$ cat src/rtl/acr_consts.vh
// acr_consts.vh - constants for the converter control and calibration
// register block: serial command layout, register selects, reset values
// and timing counts.
// assumes a 250 MHz core clock; no logic, definitions only.
`ifndef ACR_CONSTS_VH
`define ACR_CONSTS_VH

// core clock period in picoseconds (250 MHz)
`define ACR_CLK_PS         4000

// command byte layout: [7] read, [6:5] byte count - 1, [4:3] first byte,
// [2:0] register select
`define ACR_CMD_RD_BIT     7
`define ACR_CMD_CNT_HI     6
`define ACR_CMD_CNT_LO     5
`define ACR_CMD_IDX_HI     4
`define ACR_CMD_IDX_LO     3
`define ACR_CMD_REG_HI     2
`define ACR_CMD_REG_LO     0

// register selects
`define ACR_REG_CTRL       3'h4
`define ACR_REG_OFFSET     3'h5
`define ACR_REG_POSFS      3'h6
`define ACR_REG_NEGFS      3'h7

// control word fields
`define ACR_MODE_HI        11
`define ACR_MODE_LO        9
`define ACR_STANDBY_BIT    3
`define ACR_GAIN_HI        7
`define ACR_GAIN_LO        5
`define ACR_BYTE_ORDER_BIT 2

// operating mode codes
`define ACR_MODE_CONVERT   3'h0
`define ACR_MODE_SELF_CAL  3'h1
`define ACR_MODE_CAL_LAST  3'h4

// control word after reset: self calibration mode, bipolar, all else 0
`define ACR_CTRL_RESET     24'h000300

// calibration duration in nanoseconds and in core cycles (rounded up)
`define ACR_CAL_NS         2000
`define ACR_CAL_CYCLES     ((`ACR_CAL_NS * 1000 + `ACR_CLK_PS - 1) / `ACR_CLK_PS)

`endif

$ cat src/rtl/acr_sync.v
// acr_sync.v - two flip-flop synchroniser for a group of pin inputs.
// assumes the inputs are asynchronous to clk_in; only the second stage is
// meant to be read by logic.
`timescale 1ns/1ps
`default_nettype none

module acr_sync #(
   parameter WIDTH = 1
) (
   input  wire             clk_in,   // core clock
   input  wire             rst_in,   // synchronous reset, active high
   input  wire [WIDTH-1:0] async_in, // pins from outside the domain
   input  wire [WIDTH-1:0] rst_val_in, // constant level held in reset
   output reg  [WIDTH-1:0] sync_out  // synchronised copy
);

   reg [WIDTH-1:0] meta_q;

   // first stage feeds only the second
   always @(posedge clk_in) begin
      if (rst_in) begin
         meta_q   <= rst_val_in;
         sync_out <= rst_val_in;
      end else begin
         meta_q   <= async_in;
         sync_out <= meta_q;
      end
   end

endmodule

`default_nettype wire

$ cat src/rtl/acr_offset_apply.v
// acr_offset_apply.v - removes the offset coefficient from filter data so
// that a zero input reads as all zeros.
// assumes raw data and the strobe arrive on the core clock.
`timescale 1ns/1ps
`default_nettype none

module acr_offset_apply (
   input  wire        clk_in,       // core clock
   input  wire        rst_in,       // synchronous reset, active high
   input  wire        raw_valid_in, // raw filter word strobe
   input  wire [23:0] raw_data_in,  // raw filter word
   input  wire [23:0] offset_in,    // offset coefficient
   output reg         cor_valid_out, // corrected word strobe
   output reg  [23:0] cor_data_out  // corrected word
);

   // subtract offset, one cycle of latency
   always @(posedge clk_in) begin
      if (rst_in) begin
         cor_valid_out <= 1'b0;
         cor_data_out  <= 24'h000000;
      end else begin
         cor_valid_out <= raw_valid_in;
         if (raw_valid_in) begin
            cor_data_out <= raw_data_in - offset_in;
         end
      end
   end

endmodule

`default_nettype wire

$ cat src/rtl/acr_top.v
// acr_top.v - control word and calibration coefficient registers of the
// converter, reached over the serial port, with the result-valid output
// and the calibration sequencer.
// assumes the serial pins are asynchronous and slow against clk_in; the
// filter datapath and calibration engine sit on clk_in.
`include "acr_consts.vh"
`timescale 1ns/1ps
`default_nettype none

module acr_top (
   input  wire        clk_in,             // core clock, 250 MHz
   input  wire        rst_in,             // external reset, active high
   input  wire        sclk_in,            // serial clock pin
   input  wire        cs_n_in,            // serial frame select, active low
   input  wire        sdio_in,            // serial data pin, input side
   output reg         sdio_out,           // serial data pin, output side
   output reg         sdio_oe_out,        // serial data drive enable
   input  wire [23:0] cal_offset_in,      // offset found by calibration
   input  wire [23:0] cal_posfs_in,       // positive full scale from calibration
   input  wire [23:0] cal_negfs_in,       // negative full scale from calibration
   input  wire        raw_valid_in,       // filter word strobe
   input  wire [23:0] raw_data_in,        // filter word
   input  wire        result_read_in,     // result has been read out
   output reg         result_valid_n_out, // result waiting, active low
   output reg         calibrating_out,    // calibration in progress
   output reg  [23:0] ctrl_word_out,      // control word
   output reg  [23:0] offset_coef_out,    // offset coefficient
   output reg  [23:0] posfs_coef_out,     // positive full-scale coefficient
   output reg  [23:0] negfs_coef_out,     // negative full-scale coefficient
   output wire        cor_valid_out,      // corrected word strobe
   output wire [23:0] cor_data_out        // corrected word
);

   localparam ST_CMD  = 2'h0;
   localparam ST_DATA = 2'h1;
   localparam ST_IDLE = 2'h2;

   localparam integer CAL_LEN_I = `ACR_CAL_CYCLES;
   localparam [15:0]  CAL_LEN   = CAL_LEN_I[15:0];

   wire [2:0] pins_s;
   wire       sclk_s;
   wire       cs_n_s;
   wire       sdio_s;

   reg        sclk_prev_q;
   reg        cs_n_prev_q;
   reg  [1:0] state_q;
   reg  [2:0] bit_cnt_q;
   reg  [7:0] shift_q;
   reg  [7:0] tx_q;
   reg        rd_q;
   reg  [1:0] left_q;
   reg  [1:0] idx_q;
   reg  [2:0] sel_q;
   reg        upper_hit_q;
   reg        cal_run_q;
   reg        cal_req_q;
   reg        cal_self_q;
   reg [15:0] cal_cnt_q;

   wire       sclk_rise;
   wire       sclk_fall;
   wire       frame_end;
   wire [7:0] rx_byte;
   wire       byte_done;
   wire [2:0] mode;
   wire       asc;
   wire [1:0] idx_next;
   wire [7:0] rd_byte;
   wire [2:0] cmd_sel;
   wire [1:0] cmd_idx;

   // pins into the core clock domain
   acr_sync #(
      .WIDTH (3)
   ) u_sync (
      .clk_in     (clk_in),
      .rst_in     (rst_in),
      .async_in   ({sclk_in, cs_n_in, sdio_in}),
      .rst_val_in (3'h2),
      .sync_out   (pins_s)
   );

   assign sclk_s = pins_s[2];
   assign cs_n_s = pins_s[1];
   assign sdio_s = pins_s[0];

   // edges of the sampled serial clock and select
   assign sclk_rise = sclk_s & ~sclk_prev_q & ~cs_n_s;
   assign sclk_fall = ~sclk_s & sclk_prev_q & ~cs_n_s;
   assign frame_end = cs_n_s & ~cs_n_prev_q;
   assign rx_byte   = {shift_q[6:0], sdio_s};
   assign byte_done = sclk_rise & (bit_cnt_q == 3'h7);

   // control fields and byte walk direction
   assign mode     = ctrl_word_out[`ACR_MODE_HI:`ACR_MODE_LO];
   assign asc      = ctrl_word_out[`ACR_BYTE_ORDER_BIT];
   assign idx_next = asc ? idx_q + 2'h1 : idx_q - 2'h1;
   assign cmd_sel  = rx_byte[`ACR_CMD_REG_HI:`ACR_CMD_REG_LO];
   assign cmd_idx  = rx_byte[`ACR_CMD_IDX_HI:`ACR_CMD_IDX_LO];

   // pick one byte of a 24-bit register
   function [7:0] pick;
      input [23:0] word;
      input [1:0]  idx;
      begin
         case (idx)
            2'h0:    pick = word[7:0];
            2'h1:    pick = word[15:8];
            2'h2:    pick = word[23:16];
            default: pick = 8'h00;
         endcase
      end
   endfunction

   // replace one byte of a 24-bit register
   function [23:0] poke;
      input [23:0] word;
      input [1:0]  idx;
      input [7:0]  val;
      begin
         case (idx)
            2'h0:    poke = {word[23:8], val};
            2'h1:    poke = {word[23:16], val, word[7:0]};
            2'h2:    poke = {val, word[15:0]};
            default: poke = word;
         endcase
      end
   endfunction

   // read byte for a register select and byte index
   function [7:0] rd_mux;
      input [2:0] sel;
      input [1:0] idx;
      begin
         case (sel)
            `ACR_REG_CTRL:   rd_mux = pick(ctrl_word_out, idx);
            `ACR_REG_OFFSET: rd_mux = pick(offset_coef_out, idx);
            `ACR_REG_POSFS:  rd_mux = pick(posfs_coef_out, idx);
            `ACR_REG_NEGFS:  rd_mux = pick(negfs_coef_out, idx);
            default:         rd_mux = 8'h00;
         endcase
      end
   endfunction

   assign rd_byte = rd_mux(sel_q, idx_next);

   // serial frame: command byte, then data bytes, MSB first
   always @(posedge clk_in) begin
      if (rst_in) begin
         sclk_prev_q <= 1'b0;
         cs_n_prev_q <= 1'b1;
         state_q     <= ST_IDLE;
         bit_cnt_q   <= 3'h0;
         shift_q     <= 8'h00;
         tx_q        <= 8'h00;
         rd_q        <= 1'b0;
         left_q      <= 2'h0;
         idx_q       <= 2'h0;
         sel_q       <= 3'h0;
         sdio_out    <= 1'b0;
         sdio_oe_out <= 1'b0;
      end else begin
         sclk_prev_q <= sclk_s;
         cs_n_prev_q <= cs_n_s;
         if (cs_n_s) begin
            state_q     <= ST_CMD;
            bit_cnt_q   <= 3'h0;
            sdio_oe_out <= 1'b0;
         end else begin
            if (sclk_rise) begin
               shift_q   <= rx_byte;
               bit_cnt_q <= bit_cnt_q + 3'h1;
               tx_q      <= {tx_q[6:0], 1'b0};
            end
            // present the next read bit after the falling edge
            if (sclk_fall && state_q == ST_DATA && rd_q) begin
               sdio_out    <= tx_q[7];
               sdio_oe_out <= 1'b1;
            end
            if (byte_done) begin
               case (state_q)
                  ST_CMD: begin
                     rd_q    <= rx_byte[`ACR_CMD_RD_BIT];
                     left_q  <= rx_byte[`ACR_CMD_CNT_HI:`ACR_CMD_CNT_LO];
                     idx_q   <= cmd_idx;
                     sel_q   <= cmd_sel;
                     tx_q    <= rd_mux(cmd_sel, cmd_idx);
                     state_q <= ST_DATA;
                  end
                  ST_DATA: begin
                     idx_q <= idx_next;
                     tx_q  <= rd_byte;
                     if (left_q == 2'h0) begin
                        state_q <= ST_IDLE;
                     end else begin
                        left_q <= left_q - 2'h1;
                     end
                  end
                  default: begin
                     state_q <= ST_IDLE;
                  end
               endcase
            end
         end
      end
   end

   // register writes from the serial port and calibration loads
   always @(posedge clk_in) begin
      if (rst_in) begin
         ctrl_word_out   <= `ACR_CTRL_RESET;
         offset_coef_out <= 24'h000000;
         posfs_coef_out  <= 24'h000000;
         negfs_coef_out  <= 24'h000000;
         upper_hit_q     <= 1'b0;
      end else begin
         if (frame_end) begin
            upper_hit_q <= 1'b0;
         end
         if (byte_done && state_q == ST_DATA && !rd_q) begin
            case (sel_q)
               `ACR_REG_CTRL: begin
                  ctrl_word_out <= poke(ctrl_word_out, idx_q, rx_byte);
                  // byte 0 alone changes the gain without starting a calibration
                  if (idx_q != 2'h0) begin
                     upper_hit_q <= 1'b1;
                  end
               end
               `ACR_REG_OFFSET: offset_coef_out <= poke(offset_coef_out, idx_q, rx_byte);
               `ACR_REG_POSFS:  posfs_coef_out  <= poke(posfs_coef_out, idx_q, rx_byte);
               `ACR_REG_NEGFS:  negfs_coef_out  <= poke(negfs_coef_out, idx_q, rx_byte);
               default: begin
                  upper_hit_q <= upper_hit_q;
               end
            endcase
         end
         // self calibration result replaces all three coefficients
         if (cal_run_q && cal_cnt_q == 16'h0001 && cal_self_q) begin
            offset_coef_out <= cal_offset_in;
            posfs_coef_out  <= cal_posfs_in;
            negfs_coef_out  <= cal_negfs_in;
         end
      end
   end

   // calibration sequencer; reset starts a self calibration
   always @(posedge clk_in) begin
      if (rst_in) begin
         cal_req_q       <= 1'b1;
         cal_run_q       <= 1'b0;
         cal_self_q      <= 1'b0;
         cal_cnt_q       <= 16'h0000;
         calibrating_out <= 1'b0;
      end else begin
         // frame that touched byte 1 or 2 in a calibration mode
         if (frame_end && upper_hit_q && mode != `ACR_MODE_CONVERT
             && mode <= `ACR_MODE_CAL_LAST) begin
            cal_req_q <= 1'b1;
         end else if (cal_req_q && !ctrl_word_out[`ACR_STANDBY_BIT]) begin
            cal_req_q       <= 1'b0;
            cal_run_q       <= 1'b1;
            cal_self_q      <= (mode == `ACR_MODE_SELF_CAL);
            cal_cnt_q       <= CAL_LEN;
            calibrating_out <= 1'b1;
         end else if (cal_run_q) begin
            cal_cnt_q <= cal_cnt_q - 16'h0001;
            if (cal_cnt_q == 16'h0001) begin
               cal_run_q       <= 1'b0;
               calibrating_out <= 1'b0;
            end
         end
      end
   end

   // result valid: low on a fresh corrected word once idle
   always @(posedge clk_in) begin
      if (rst_in) begin
         result_valid_n_out <= 1'b1;
      end else if ((frame_end && upper_hit_q) || cal_req_q || cal_run_q
                   || ctrl_word_out[`ACR_STANDBY_BIT]) begin
         result_valid_n_out <= 1'b1;
      end else if (cor_valid_out) begin
         result_valid_n_out <= 1'b0;
      end else if (result_read_in) begin
         result_valid_n_out <= 1'b1;
      end
   end

   // offset removal on the filter output
   acr_offset_apply u_offset (
      .clk_in        (clk_in),
      .rst_in        (rst_in),
      .raw_valid_in  (raw_valid_in),
      .raw_data_in   (raw_data_in),
      .offset_in     (offset_coef_out),
      .cor_valid_out (cor_valid_out),
      .cor_data_out  (cor_data_out)
   );

endmodule

`default_nettype wire

$ cat config.mk
export PLATFORM = sky130hd
export DESIGN_NAME = acr_top
export DESIGN_NICKNAME = d
export VERILOG_FILES = /design/src/rtl/acr_sync.v /design/src/rtl/acr_offset_apply.v /design/src/rtl/acr_top.v
export VERILOG_INCLUDE_DIRS = /design/src /design/src/rtl
export SDC_FILE = /design/constraint.sdc
export NUM_CORES = 1
export LEC_CHECK = 0
export BUFFER_PORTS_ARGS = -buffer_cell sky130_fd_sc_hd__buf_2
export CAP_MARGIN = 5
export CORE_ASPECT_RATIO = 1.75
export CORE_UTILIZATION = 51
export DETAILED_ROUTE_END_ITERATION = 16
export HOLD_SLACK_MARGIN = 0.15
export PLACE_DENSITY = 0.78
export SETUP_SLACK_MARGIN = 0.4
export SLEW_MARGIN = 20
export SYNTH_ARGS = -nofsm -noshare
export SYNTH_HDL_FRONTEND = slang
export SYNTH_SLANG_ARGS = --single-unit
$ cat constraint.sdc
create_clock -name clk_in -period 2.53 [get_ports clk_in]
set_input_delay 0.1265 -clock clk_in [delete_from_list [all_inputs] [get_ports clk_in]]
set_output_delay 0.1265 -clock clk_in [all_outputs]
set_load 0.05 [all_outputs]
Yosys cells after proc, flatten, opt, wreduce, memory -nomap -nowiden. Cells that the tools add are included.

Bits in registers: 181. Bits of input ports: 103. Output and inout bits: 125. Word-level logic and storage cells: 187.

Add/sub/neg operators: 6. $lt $le $gt $ge: 1. Eq/ne operators: 25. Multiplexer cells: 45. Bitwise logic cells: 14. Reductions and logical operators: 60.

Operator list (number): 24-bit two-way mux (9); 8-bit one-hot mux with 3 select lines (8); 24-bit one-hot mux with 3 select lines (1); 8-bit one-hot mux with 4 select lines (2); 5-bit AND reduction (12); 16-bit two-way mux (2); 3-bit == test, second input constant (9); 2-bit nonzero test (13); 24-bit subtractor (1); 16-bit by 1-bit == test with 1-bit output, second input constant (1); 8-bit two-way mux (2); 8-bit one-hot mux with 2 select lines (1); 16-bit by 1-bit subtractor with 16-bit output, second input constant (1); 2-bit one-hot mux with 2 select lines (3); 2-bit AND reduction (6); 1-bit two-way mux (11); 1-bit logical AND (10); 2-bit zero test (5); 2-bit two-way mux (5); 3-bit AND reduction (3); 2-bit by 1-bit == test with 1-bit output, second input constant (4); 2-bit != test, second input constant (4); 1-bit inverter (8); 1-bit bitwise AND (6); 16 further kinds (24).

Longest topological paths before layout.
Word-level depth: 8. Mapped depth: 10. Depth with buffers taken out: 9.

By module. A second synthesis with hierarchy kept.

Cell total of the unflattened synthesis: 1330. Area total of the unflattened synthesis: 11274.6 µm².

By module, submodules not included: acr_top (times used 1, cells an instance 1013, area an instance 8757.1 µm², sequential area each 3002.9 µm²); acr_offset_apply (times used 1, cells an instance 304, area an instance 2296.0 µm², sequential area each 500.5 µm²); acr_sync (times used 1, cells an instance 13, area an instance 221.5 µm², sequential area each 120.1 µm²).

Worst setup path after synthesis. No wires, ideal clock.

Kind: register -> register. Start point: register offset_coef_out[5]. End point: register u_offset.cor_data_out[13]. Library setup time: 0.127 ns. Arrival time: 2.551 ns. Required time: 2.403 ns. Setup slack: -0.148 ns. Cell stages (with the launch flop): 10. Buffers on the path: 1. Period minus slack after synthesis: 2.678 ns. Cells stage by stage: dfxtp_1 > inv_1 > ha_1 > clkbuf_1 > nand3_1 > a2111oi_2 > o21ai_0 > o211ai_1 > nor3_1 > or3_1.

Word-level cells in the longest chain between the ends: 1.

Ends and longest elaborated chain: start, declared (RTL line acr_top.v:27) `output reg [23:0] offset_coef_out,`; start signal, assigned (RTL line acr_top.v:231) `` `ACR_REG_OFFSET: offset_coef_out <= poke(offset_coef_out, idx_q, rx_byte); ``; start signal, assigned (RTL line acr_top.v:241) `offset_coef_out <= cal_offset_in;`; 24-bit subtractor (RTL line acr_offset_apply.v:25) `cor_data_out <= raw_data_in - offset_in;`; end signal, assigned (RTL line acr_offset_apply.v:25); end, declared (RTL line acr_offset_apply.v:14) `output reg [23:0] cor_data_out`.

No other way between the ends. A chain may end at the register's enable or synchronous reset.

Final worst setup path.
Start point: register cal_cnt_q[2]. End point: register negfs_coef_out[1].

Word-level cells in the longest chain between the ends: 5. Elaborated cells between the ends (all ways): 10. Those cells by class: eq/ne (3); mux (1); reduce/logical (6).

Ends and longest elaborated chain: start, declared (RTL line acr_top.v:60) `reg [15:0] cal_cnt_q;`; start signal, assigned (RTL line acr_top.v:268) `cal_cnt_q <= cal_cnt_q - 16'h0001;`; 16-bit by 1-bit == test with 1-bit output * (RTL line acr_top.v:240) `if (cal_run_q && cal_cnt_q == 16'h0001 && cal_self_q) begin`; 1-bit logical AND * (2 in series) (RTL line acr_top.v:240); 2-bit != test (no line) / 2-bit nonzero test (equally long branches); 5-bit AND reduction (no line); end signal, assigned (RTL line acr_top.v:233) `` `ACR_REG_NEGFS: negfs_coef_out <= poke(negfs_coef_out, idx_q, rx_byte); ``; end signal, assigned (RTL line acr_top.v:243) `negfs_coef_out <= cal_negfs_in;`; end, declared (RTL line acr_top.v:29) `output reg [23:0] negfs_coef_out,`.

Every way passes the cells marked *; elsewhere a longest branch is shown, timed or not.

==> out/metrics.yaml <==
synth.largest_area_cell: "dfxtp_1"
tritoncts: "yes"
yosysWarnings: 0
timing.reg2reg.setup_slack_ps: -100
async_flop_share_pct: 0
min_period_ps: 2630
ioPinCount: 228
dpl.hpwl_um: 29970
hp-start: "rst_in"
grt_pass1_wl_um: 71860
finalSetupViolations: 3
clkSlewWorstSetupHoldPaths_ps: 80
hold_path.class: "input port to flop"
synth_flop_cell: "dfxtp_1"
clock_latency_ps: 460
synth_top_family_by_area: "compound AO/OA/AOI/OAI gates"
synth.avg_cell_area_um2: 8.312
synthDistinctLibCells: 77
fin_crit_sh_pct: 103.9
syn_inst: 1328
detail-route-antenna-nets: 0
viasPerCell: 6.910
yosys.area.top_type_share_pct: 32.83
startpoint_type: "flop"
synthTopCellsByArea: "dfxtp_1 (33%), mux2i_1 (13%), nor2_1 (5.9%)"
vias: 13700
ir_drop_mv: 0.5236
worstReg2RegEnd: "negfs_coef_out[1]"
dr.pass1.iters: 11
die_y_um: 196.6
power_density_nw_per_um2: 403.4
synth-compound-area-share_pct: 21.58
fmax_mhz: 380.2
rsz0062_at_grt: "true"
synth_seq_cells: 181
path_max_fanout: 33
startpoint: "cal_cnt_q[2]"
crit_path_end_kind: "flop"
final_layout_size_suffix_gt1_share_pct: 39.26
syn2layout_area_growth_pct: 47.85
grt_antenna_before_repair: 5
power.total_mw: 6.583
synth-edff-count: 0
seq_area_frac_synth_pct: 32.83
finalWirelength_um: 55150
drcViolationCount: 0
timing.rr.start: "cal_cnt_q[2]"
holdPathStages: 2
clock_sinks: 181
status: "finished with violations"
cap_violations: 0
yosys.area_share.adder_pct: 3.899
total_leakage_power_nw: 6.608
grt_overflow_total: 0
dieArea_um2: 22260
reg2reg_depth: 7
violations: "negative setup slack"
rows: 70
final_nets: 1850
gp_congestion: 1.000
initial_core_util_pct: 52.51
endpoint: "negfs_coef_out[1]"
n_fill_cell: 1268
crit_required_ps: 2850
finClkSkew_ps: 13.57
grt_usage_pct: 43.15
final_hold_viol_count: 0
final_max_slew_viol_count: 0
grt_pass1_vias: 12710
worst_slack_ps: -99.88
synthMuxAreaShare_pct: 13.52
tightest_slew_ps: 1362
relSlewSlack_pct: 9.020
path_class: "flop to flop"
synth-xor-area-share_pct: 1.904
cts_buffers: 17
die_w_um: 113.2
synth_fp_nets: 1464
post-route-util_pct: 77.64
yosys.area_share.simple_pct: 20.96
drtIter0Drc: 2110
h-tree-depth: 4
root_buffer: "clkbuf_16"
cp.arrival_ps: 2950
cts_buffer_depth: 2
port_buffers: 227
netlist_area_um2: 11040
core_um2: 21020
grt_max_degree: 104
wl_per_cell_um: 27.82
[sequential cells by signal, summed over array words and instances (netlist names), 7 cells and up]
| register | cells |
|---|---|
| cal_cnt_q | 16 |
| ctrl_word_out | 24 |
| negfs_coef_out | 24 |
| offset_coef_out | 24 |
| posfs_coef_out | 24 |
| shift_q | 7 |
| tx_q | 8 |
| u_offset.cor_data_out | 24 |
[area by class of cell]
| class | count | area, um2 | area share [%] |
|---|---|---|---|
| clock buffer | 18 | 439.2 | 2.691 |
| timing repair buffer | 465 | 3513 | 21.53 |
| multi-input combinational | 1008 | 8039 | 49.26 |
| clock inverter | 14 | 131.4 | 0.8050 |
| antenna | 3 | 7.507 | 0.04600 |
| inverter | 41 | 156.4 | 0.9584 |
| tap | 252 | 315.3 | 1.932 |
| sequential | 181 | 3717 | 22.78 |
[Yosys cell counts (6+ instances only)]
cell and count:
a221oi_1 8, a21oi_1 83, o21a_1 9, nand2_2 8
o22ai_1 14, o21ai_0 44, nand3_1 24, xor2_1 8
nor2b_1 19, clkbuf_1 73, inv_1 41, mux2i_1 139
nor4_1 7, a211oi_2 20, mux2_2 7, a311oi_1 24
dfxtp_1 181, o221ai_1 9, and2_1 11, nor3_1 19
nand2_1 123, or3_1 11, buf_2 18, nor2_1 174
o211ai_1 25, a21o_1 6, a211oi_1 51, ha_1 32
nand2b_1 15, and3_1 11, a31oi_1 7, xnor2_1 16
nand4_1 6, a211o_1 9
[worst max-delay path: stages (launching register included)]
cell and delay, ps:
dfxtp_2 320, or4_4 540, and4bb_4 380, nand4_4 180, buf_6 240, buf_16 200, nor2_1 520, a211oi_2 100
[metal layers]
layer	vias to the layer above	track usage, %	wire [um]	share of wire [%]
met3	568	11.62	6739	12
met2	1277	71.12	24150	44
li1	5592	-	-	-
met4	0	41.72	7171	13
met5	-	0	0	0
met1	6259	43.36	17090	31
[worst min-delay path by stage]
| stage | to | slack, ps |
|---|---|---|
| 2_1_floorplan | u_sync.meta_q[1] | 230 |
| 3_3_place_gp | u_sync.meta_q[1] | 310 |
| 3_5_place_dp | u_sync.meta_q[1] | 310 |
| 4_1_cts | sel_q[1] | 180 |
| 5_1_grt | rd_q | 230 |
| 6_report | sel_q[1] | 200 |
[layout by cell type (no fill, tap or decap), types with 10 or more instances in the layout]
cell / instances
buf_6: 34
a21oi_1: 64
and2_1: 10
nor2_1: 153
buf_12: 10
ha_4: 22
o21ai_0: 23
nand2_8: 12
or3_1: 10
mux2i_1: 130
clkbuf_16: 20
dfxtp_4: 22
nor3_1: 16
nand2b_1: 13
o211ai_1: 25
inv_1: 33
a21oi_2: 16
xnor2_1: 14
nand3_1: 23
nand2_1: 108
dlygate4sd3_1: 78
a211oi_1: 33
buf_4: 107
a311oi_2: 11
a311oi_1: 13
o22ai_1: 13
dfxtp_1: 150
buf_2: 228
nor2_2: 17
a211oi_2: 36
nor2b_1: 18
o21ai_1: 13
[cell families (layout without fill, tap and decap cells)]
kind of cell             count (synthesis)  in the layout
flip-flops                             181            181
AO/OA/AOI/OAI                          334            334
XOR/XNOR                                24             24
other                                    0              3
adder cells (fa/ha/maj)                 34             34
AND/OR/NAND/NOR                        468            469
buffers and inverters                  140            538
multiplexers                           147            147
[power breakdown]
group          internal [mW]  switching [mW]  total [mW]
registers               2.88          0.0480        2.93
clock network           1.33            1.37        2.70
logic                  0.412           0.534       0.946
[timing repair]
item | in CTS | in global routing
setup endpoints to repair | 124 | 130
hold buffers | 78 | 0
endpoints found under the hold margin | 78 | 0
gates resized for setup | 103 | 162
gates cloned | 3 | 6
pin swaps | 41 | 55
buffers inserted | 44 | 47
[metrics by stage]
stage	setup slack, ps	hold slack [ps]	TNS [ps]	area (um2)	std cells
after floorplan	248.9	230.3	0	11380	1328
after global placement	27.85	314.7	0	12880	1769
after detailed placement	-81.20	312.9	-955.3	12880	1769
after CTS	255.7	179.1	0	15130	1926
after global routing	-62.39	227.6	-84.88	16320	1981
final	-99.88	198.1	-138.3	16320	1982
Power figures use the tool's default switching activity.
